### src/hdl/lblu_pkg.sv
// Purpose: shared types and constants of the ladder bit logic unit
// Assumes: one controller clock, device bit memory outside the unit
// Notes:   edge storage is sized for the larger controller variant
package lblu_pkg;

    // previous-scan slots, larger variant
    localparam int EDGE_SLOTS_LARGE = 2048;
    // previous-scan slots, smaller variant
    localparam int EDGE_SLOTS_SMALL = 512;
    localparam int SLOT_W           = 11;

    localparam logic [SLOT_W-1:0] SMALL_LIMIT = 11'h0200;
    localparam logic [EDGE_SLOTS_LARGE-1:0] PREV_RESET = '0;
    localparam logic [1:0] RST_SYNC_RESET = 2'h0;

    typedef enum logic [2:0] {
        LBLU_OP_NO_CONTACT = 3'b000,
        LBLU_OP_NC_CONTACT = 3'b001,
        LBLU_OP_RISE       = 3'b010,
        LBLU_OP_FALL       = 3'b011,
        LBLU_OP_COIL       = 3'b100,
        LBLU_OP_FORCED     = 3'b101,
        LBLU_OP_INVERTER   = 3'b110,
        LBLU_OP_INV_COIL   = 3'b111
    } lblu_op_e;

    typedef struct packed {
        logic              valid;
        lblu_op_e          op;
        logic              rung_in;
        logic              dev_bit;
        logic [SLOT_W-1:0] slot;
    } lblu_req_s;

    typedef struct packed {
        logic valid;
        logic rung_out;
        logic wr_en;
        logic wr_bit;
        logic slot_err;
    } lblu_res_s;

    localparam lblu_res_s RES_RESET = '0;

    typedef struct packed {
        lblu_res_s                   res;
        logic [EDGE_SLOTS_LARGE-1:0] prev;
    } lblu_state_s;

endpackage

### src/hdl/lblu_unit.sv
// Purpose: evaluates one bit-level ladder element per request
// Assumes: sequencer supplies rung input and the operand bit it read
// Notes:   result appears one clock after the request, from flip-flops
//          slot_err flags a rise or fall slot beyond the small store, in the small variant only
//          the store is sized for the large variant in either mode:
//          one build serves both controllers at the cost of idle flops
//          a slot used twice in one scan sees its own last write
//          the sequencer must hold off requests while reset settles
//
// Summary of operation
// RQ1: NC contact output ON only when rung ON and device bit OFF.
// RQ2: rising contact ON one scan when rung was OFF, now ON.
// RQ3: falling contact ON one scan when rung was ON, now OFF.
// RQ4: small variant keeps previous-scan state for up to 512 edge slots.
// RQ5: large variant keeps previous-scan state for up to 2048 edge slots.
// RQ6: coil writes device bit equal to rung input, no rung output.
// RQ7: forced coil never writes its device bit.
// RQ8: programming tool writes forced bits directly into device memory.
// RQ9: inverter output is complement of its rung input.
// RQ10: invert coil writes complement of rung input into device bit.
// RQ11: NO contact output ON only when rung ON and device bit ON.
// RQ12: reset clears all previous-scan states to OFF.
`timescale 1ns/1ps
module lblu_unit
    import lblu_pkg::*;
(
    input  wire logic      clk,
    input  wire logic      rstn,
    input  wire logic      small_variant,
    input  wire lblu_req_s req,
    output lblu_res_s      res
);

    // two-stage retiming of the reset release
    logic [1:0]  rst_sync;
    logic        rst_n_int;
    // prev holds one bit per edge slot, packed into the state
    lblu_state_s state;
    lblu_state_s next_state;

    // rstn may rise at any time; retiming its release to clk keeps
    // every state flop of the unit leaving reset on the same edge
    always_ff @(posedge clk or negedge rstn)
    begin
        if (!rstn)
        begin
            rst_sync <= RST_SYNC_RESET;
        end
        else
        begin
            rst_sync <= {rst_sync[0], 1'b1};
        end
    end

    // only the second flop drives the internal reset net
    assign rst_n_int = rst_sync[1];

    always_comb
    begin
        logic              prev_bit;
        logic              slot_ok;
        logic              rung;
        logic              bit_on;
        logic              rise_hit;
        logic              fall_hit;
        logic [SLOT_W-1:0] slot;

        prev_bit   = 1'b0;
        slot_ok    = 1'b0;
        rung       = 1'b0;
        bit_on     = 1'b0;
        rise_hit   = 1'b0;
        fall_hit   = 1'b0;
        slot       = '0;
        next_state = state;
        // answer lasts one cycle unless another request follows
        next_state.res = RES_RESET;

        rung     = req.rung_in;
        bit_on   = req.dev_bit;
        slot     = req.slot;
        // slot is read for every op, but only rise and fall use it
        prev_bit = state.prev[slot];
        // edge seen on the rung input against the previous scan
        rise_hit = rung & ~prev_bit; // RQ2
        fall_hit = ~rung & prev_bit; // RQ3

        // small variant refuses slots beyond its edge storage
        if (small_variant)
        begin
            slot_ok = (slot < SMALL_LIMIT); // RQ4
        end
        else
        begin
            // every 11-bit index lands inside the larger store
            slot_ok = 1'b1; // RQ5
        end

        if (req.valid)
        begin
            next_state.res.valid = 1'b1;
            // contacts answer on rung_out, coils other than the forced coil with a device write
            case (req.op)
                LBLU_OP_NO_CONTACT:
                begin
                    next_state.res.rung_out = rung & bit_on; // RQ11
                    next_state.res.wr_en    = 1'b0;
                    next_state.res.wr_bit   = 1'b0;
                    next_state.res.slot_err = 1'b0;
                end

                LBLU_OP_NC_CONTACT:
                begin
                    next_state.res.rung_out = rung & ~bit_on; // RQ1
                    next_state.res.wr_en    = 1'b0;
                    next_state.res.wr_bit   = 1'b0;
                    next_state.res.slot_err = 1'b0;
                end

                LBLU_OP_RISE:
                begin
                    next_state.res.wr_en  = 1'b0;
                    next_state.res.wr_bit = 1'b0;
                    if (slot_ok)
                    begin
                        next_state.res.rung_out = rise_hit; // RQ2
                        next_state.res.slot_err = 1'b0;
                        next_state.prev[slot]   = rung; // RQ2
                    end
                    else
                    begin
                        // refused: stored state left untouched
                        next_state.res.rung_out = 1'b0; // RQ4
                        next_state.res.slot_err = 1'b1; // RQ4
                    end
                end

                LBLU_OP_FALL:
                begin
                    next_state.res.wr_en  = 1'b0;
                    next_state.res.wr_bit = 1'b0;
                    if (slot_ok)
                    begin
                        next_state.res.rung_out = fall_hit; // RQ3
                        next_state.res.slot_err = 1'b0;
                        next_state.prev[slot]   = rung; // RQ3
                    end
                    else
                    begin
                        // refused: stored state left untouched
                        next_state.res.rung_out = 1'b0; // RQ4
                        next_state.res.slot_err = 1'b1; // RQ4
                    end
                end

                LBLU_OP_COIL:
                begin
                    // a coil drives no rung output of its own
                    next_state.res.rung_out = 1'b0; // RQ6
                    next_state.res.wr_en    = 1'b1; // RQ6
                    next_state.res.wr_bit   = rung; // RQ6
                    next_state.res.slot_err = 1'b0;
                end

                LBLU_OP_FORCED:
                begin
                    // no write, so a tool-forced value survives the scan
                    next_state.res.rung_out = 1'b0;
                    next_state.res.wr_en    = 1'b0; // RQ7
                    next_state.res.wr_bit   = 1'b0;
                    next_state.res.slot_err = 1'b0;
                end

                LBLU_OP_INVERTER:
                begin
                    next_state.res.rung_out = ~rung; // RQ9
                    next_state.res.wr_en    = 1'b0;
                    next_state.res.wr_bit   = 1'b0;
                    next_state.res.slot_err = 1'b0;
                end

                LBLU_OP_INV_COIL:
                begin
                    next_state.res.rung_out = 1'b0;
                    next_state.res.wr_en    = 1'b1; // RQ10
                    next_state.res.wr_bit   = ~rung; // RQ10
                    next_state.res.slot_err = 1'b0;
                end

                default:
                begin
                    // all codes decode; this only catches unknown op bits
                    next_state.res = RES_RESET;
                end
            endcase
        end
        else
        begin
            // idle cycle: store holds, answer stays cleared
            next_state.res = RES_RESET;
        end
    end

    // one register stage: the answer always lands one cycle after
    // the request, straight from flops
    always_ff @(posedge clk or negedge rst_n_int)
    begin
        if (!rst_n_int)
        begin
            state.res  <= RES_RESET;
            state.prev <= PREV_RESET; // RQ12
        end
        else
        begin
            state <= next_state;
        end
    end

    // no logic between the state flops and the answer port
    assign res = state.res;

endmodule

### config.mk
export PLATFORM = sky130hd
export DESIGN_NAME = lblu_unit
export DESIGN_NICKNAME = d
export VERILOG_FILES = /design/src/hdl/lblu_pkg.sv /design/src/hdl/lblu_unit.sv
export SDC_FILE = /design/constraint.sdc
export NUM_CORES = 2
export LEC_CHECK = 0
export ABC_AREA = 1
export BUFFER_PORTS_ARGS = -buffer_cell sky130_fd_sc_hd__buf_2
export CAP_MARGIN = 20
export CORE_MARGIN = 1
export CORE_UTILIZATION = 34
export DETAILED_ROUTE_END_ITERATION = 8
export HOLD_SLACK_MARGIN = 0.06
export PLACE_DENSITY = 0.55
export SLEW_MARGIN = 10
export SYNTH_ARGS = -nofsm -noshare
export SYNTH_HDL_FRONTEND = slang
export SYNTH_SLANG_ARGS = --single-unit
### constraint.sdc
create_clock -name clk -period 58.9 [get_ports clk]
set_input_delay 8.835 -clock clk [delete_from_list [all_inputs] [get_ports clk]]
set_output_delay 8.835 -clock clk [all_outputs]
set_load 0.005 [all_outputs]
==> flow_summary.html <==
<table>
<tr><th>Metric</th><th>Value</th></tr>
<tr><th colspan="2">Run status</th></tr>
<tr><td>Status</td><td>completed</td></tr>
<tr><th colspan="2">Final layout</th></tr>
<tr><td>Number of fill cells in the layout</td><td>30979</td></tr>
<tr><td>Layout cell share with drive strength beyond 1</td><td>6.235%</td></tr>
<tr><td>Finished layout cell area</td><td>110600 um2</td></tr>
<tr><td>Area Overhead vs Synth</td><td>9.120%</td></tr>
<tr><td>Post-route core utilization</td><td>37.28%</td></tr>
<tr><td>Number of nets in the finished design</td><td>12074</td></tr>
<tr><th colspan="2">Setup path</th></tr>
<tr><td>Worst flop-to-flop path endpoint</td><td>state[542]</td></tr>
<tr><td>Number of cell instances on the worst register-to-register path</td><td>5</td></tr>
<tr><td>Source of the critical timing path</td><td>req[1]</td></tr>
<tr><td>Crit path max fanout</td><td>114</td></tr>
<tr><td>Data arrival time of the critical path</td><td>14.17 ns</td></tr>
<tr><td>Critical Path End</td><td>res[3]</td></tr>
<tr><td>Nature of the critical path startpoint</td><td>input pin</td></tr>
<tr><td>RR Startpoint</td><td>rst_sync[1]</td></tr>
<tr><td>Worst reg-to-reg setup slack</td><td>53.95 ns</td></tr>
<tr><td>Setup CP Type</td><td>in2reg</td></tr>
<tr><td>Worst Path Required</td><td>59.73 ns</td></tr>
<tr><td>Category of the worst setup path capture point</td><td>register</td></tr>
<tr><th colspan="2">STA</th></tr>
<tr><td>Slew @ Worst Pin</td><td>1.374 ns</td></tr>
<tr><td>Worst hold margin</td><td>0.3484 ns</td></tr>
<tr><td>Unrepaired setup endpoints after global routing</td><td>false</td></tr>
<tr><td># setup viols final</td><td>0</td></tr>
<tr><td>Count of final max-slew check failures</td><td>0</td></tr>
<tr><td>Post-layout worst setup margin</td><td>45.56 ns</td></tr>
<tr><td>Period minus WS final</td><td>13.34 ns</td></tr>
<tr><td>Setup clock skew after layout</td><td>0.05487 ns</td></tr>
<tr><td>Relative slew margins</td><td>8.421%</td></tr>
<tr><td>Final hold violations</td><td>0</td></tr>
<tr><td>Timing-limited maximum frequency</td><td>0.07494 GHz</td></tr>
<tr><td>Final critical-path share of the clock period</td><td>22.66%</td></tr>
<tr><td>Total negative slack for setup checks</td><td>0 ns</td></tr>
<tr><th colspan="2">Synth</th></tr>
<tr><td>Number of enable flip-flop cells after synthesis</td><td>0</td></tr>
<tr><td>Average instance area after synthesis</td><td>7.823 um2</td></tr>
<tr><td>Synth Register Bits</td><td>2055</td></tr>
<tr><td>Ys flop type</td><td>dfrtp_1</td></tr>
<tr><td>Number of warnings issued by yosys</td><td>0</td></tr>
<tr><td>Sequential fraction of the synthesis area</td><td>50.76%</td></tr>
<tr><td>Share of synthesized registers carrying an async set or reset</td><td>100.0%</td></tr>
<tr><td>Synth Net Count</td><td>12971</td></tr>
<tr><td>Cells after synthesis</td><td>12951</td></tr>
<tr><td>Netlist Area Pre-Place</td><td>101300 um2</td></tr>
<tr><td>Synth unique cells</td><td>25</td></tr>
<tr><th colspan="2">CTS</th></tr>
<tr><td>Count of instances resized after the clock tree is built</td><td>0</td></tr>
<tr><td>Total number of H-tree levels</td><td>4</td></tr>
<tr><td>Clock input transition at the sequential cells of the worst setup and hold paths</td><td>0.06 ns</td></tr>
<tr><td>Worst-skew pair later-pin latency</td><td>0.94 ns</td></tr>
<tr><td>Clock tree buffer depth</td><td>4</td></tr>
<tr><td>Clock Sink Count</td><td>2055</td></tr>
<tr><td>Count of hold-fix buffers inserted at cts</td><td>0</td></tr>
<tr><td>TritonCTS clock tree</td><td>yes</td></tr>
<tr><td>Number of post-CTS setup repair buffers</td><td>0</td></tr>
<tr><td>Number of clock buffers inserted by TritonCTS</td><td>232</td></tr>
<tr><td>Library cell used as clock root buffer</td><td>clkbuf_16</td></tr>
<tr><th colspan="2">Placed design</th></tr>
<tr><td>Pre-CTS setup slack</td><td>44.75 ns</td></tr>
<tr><td>HPWL after detailed placement</td><td>183000 um</td></tr>
<tr><td>Last weighted congestion value of the routability-driven placer</td><td>0.8049</td></tr>
<tr><td>Port Buffer Count</td><td>24</td></tr>
<tr><td>Placed cell areas</td><td>102900 um2</td></tr>
<tr><th colspan="2">Pwr</th></tr>
<tr><td>Pleak</td><td>52.86 nW</td></tr>
<tr><td>Power share of the combinational group</td><td>4.9%</td></tr>
<tr><td>PD cells</td><td>27.54 nW/um2</td></tr>
<tr><td>Int Power</td><td>2.285 mW</td></tr>
<tr><td>Net load switching power</td><td>0.7600 mW</td></tr>
<tr><td>Part of the power in registers</td><td>46.6%</td></tr>
<tr><td>Switching power as a share of total power</td><td>24.96%</td></tr>
<tr><td>Worst VDD drop</td><td>0.02429 mV</td></tr>
<tr><td>Clock share of power</td><td>48.4%</td></tr>
<tr><th colspan="2">Worst hold path</th></tr>
<tr><td>Startpoint of the tightest hold check path</td><td>rst_sync[0]</td></tr>
<tr><td>Type of the tightest min-delay check</td><td>reg2reg</td></tr>
<tr><th colspan="2">Floorplanning</th></tr>
<tr><td>Standard-cell row count</td><td>200</td></tr>
<tr><td>Total Die Area</td><td>300200 um2</td></tr>
<tr><td>DIE WIDTH</td><td>547.9 um</td></tr>
<tr><td>Boundary Pins</td><td>25</td></tr>
<tr><td>Height of the die</td><td>547.9 um</td></tr>
<tr><td>Core Area</td><td>296500 um2</td></tr>
<tr><td>Initial core utilization</td><td>34.16%</td></tr>
<tr><th colspan="2">GRT</th></tr>
<tr><td>GRT Residual Overflow</td><td>0</td></tr>
<tr><td>Antenna violations before repair</td><td>8</td></tr>
<tr><td>Largest net degree at the start of global routing</td><td>191</td></tr>
<tr><td>Number of global-route vias before repair</td><td>82944</td></tr>
<tr><td>First-pass GRT wire length</td><td>560100 um</td></tr>
<tr><td>Total track usage</td><td>24.13%</td></tr>
<tr><th colspan="2">Detailed routing</th></tr>
<tr><td>First-pass detailed-route iteration total</td><td>7</td></tr>
<tr><td>Final Routed Wirelength</td><td>371500 um</td></tr>
<tr><td>Via count</td><td>90877</td></tr>
<tr><td>Routed length per instance</td><td>22.96 um</td></tr>
<tr><td>Number of antenna-violating nets in the routed design</td><td>0</td></tr>
<tr><td>Routed vias/inst</td><td>5.616</td></tr>
<tr><td>Violation count after the first detailed-routing iteration</td><td>11507</td></tr>
<tr><td>Number of remaining DRC errors</td><td>0</td></tr>
<tr><th colspan="2">Run</th></tr>
<tr><td>Number of max-capacitance violations reported</td><td>0</td></tr>
</table>
==> cell usage after synthesis (9+ instances only) <==
library cell | number | area [um2]
a21oi_1 | 2049 | 10250
a31oi_1 | 1954 | 12220
buf_1 | 39 | 146.4
buf_2 | 589 | 2948
buf_4 | 47 | 352.8
clkbuf_1 | 709 | 2661
dfrtp_1 | 2055 | 51420
inv_1 | 54 | 202.7
inv_2 | 34 | 127.6
nand2_1 | 4620 | 17340
nand3_1 | 292 | 1461
nor2_1 | 395 | 1483
nor2_2 | 9 | 56.30
nor3_1 | 34 | 170.2
o21ai_0 | 35 | 175.2
==> area by class of cell <==
type	count	area [um2]	share of cell area, %
Sequential cell	2055	51430	46.52
Multi-Input combinational cell	9412	43910	39.72
Clock buffer	340	6753	6.108
Tap cell	3939	4928	4.458
Timing Repair Buffer	261	2185	1.976
Clock inverter	78	847.1	0.7662
Inverter	92	483.0	0.4369
Antenna cell	5	12.51	0.01132
==> how the worst min path moves through the flow <==
stage                     slack (ns)     endpoint  cells after the start
after detailed placement        0.33  rst_sync[1]                      0
after global placement          0.33  rst_sync[1]                      0
after floorplan                 0.33  rst_sync[1]                      0
final                           0.35  rst_sync[1]                      0
after CTS                       0.35  rst_sync[1]                      0
after global routing            0.36  rst_sync[1]                      0
==> power groups by stage <==
stage,Sequential [mW],Combinational [mW],Clock [mW]
2_1_floorplan,1.47,0.0703,0
3_3_place_gp,1.44,0.150,0
3_5_place_dp,1.44,0.150,0
4_1_cts,1.42,0.150,1.50
5_1_grt,1.42,0.160,1.55
6_report,1.42,0.151,1.47
==> placed cells by master (no fill, tap or decap), drive strengths merged, types with 7 or more instances in the layout <==
master / n
dfrtp: 2055
inv: 90
clkbuf: 340
clkinvlp: 8
o21ai: 39
nor3: 42
nand2: 4621
a21oi: 2049
clkinv: 58
nor2: 404
nand4: 7
nand3: 292
buf: 261
bufinv: 14
a31oi: 1954
==> flip-flops by register name (all words and copies together), names as in the netlist <==
name      cells
rst_sync      2
state      2048
res           5
==> kinds of logic after synthesis <==
| logic type | count (synthesis) | share of synthesized area, % |
|---|---|---|
| other | 1 | 0.003701 |
| flip-flops | 2055 | 50.76 |
| AO/OA/AOI/OAI | 4044 | 22.40 |
| buffers and inverters | 1484 | 6.459 |
| AND/OR/NAND/NOR | 5367 | 20.38 |
==> metal layers <==
metal | wire [um] | GRT usage [%] | vias up | part of all wire, %
met2 | 166800 | 37.57 | 3458 | 45
met4 | 10290 | 6.864 | 2 | 2.8
met5 | 12 | 0 | - | 0.0032
li1 | - | - | 42569 | -
met1 | 168400 | 35.17 | 44311 | 45
met3 | 26020 | 2.805 | 537 | 7.0
==> stage by stage <==
step / power [mW] / cells
after floorplan: 1.537 / 12951
after global placement: 1.595 / 15757
after detailed placement: 1.595 / 15757
after CTS: 3.067 / 16175
after global routing: 3.133 / 16180
final: 3.045 / 16182
==> worst max-delay path: stages <==
cell and delay (ns):
buf_8 0.50, nand2_1 0.63, inv_8 0.91, buf_4 0.75, buf_4 0.71, nand2_1 0.11
nand3_1 0.12, nand2_1 0.05, nand2_1 0.09, nor2_1 0.05, nand2_1 0.19, nand2_1 0.09
nand2_1 0.21, nor2_1 0.06, nand2_1 0.06, nand2_1 0.05, nand2_1 0.10, nor2_1 0.06
nand2_1 0.06, nand2_1 0.04, nand2_1 0.18, nand2_1 0.07, a21oi_1 0.15
Power figures use the tool's default switching activity.
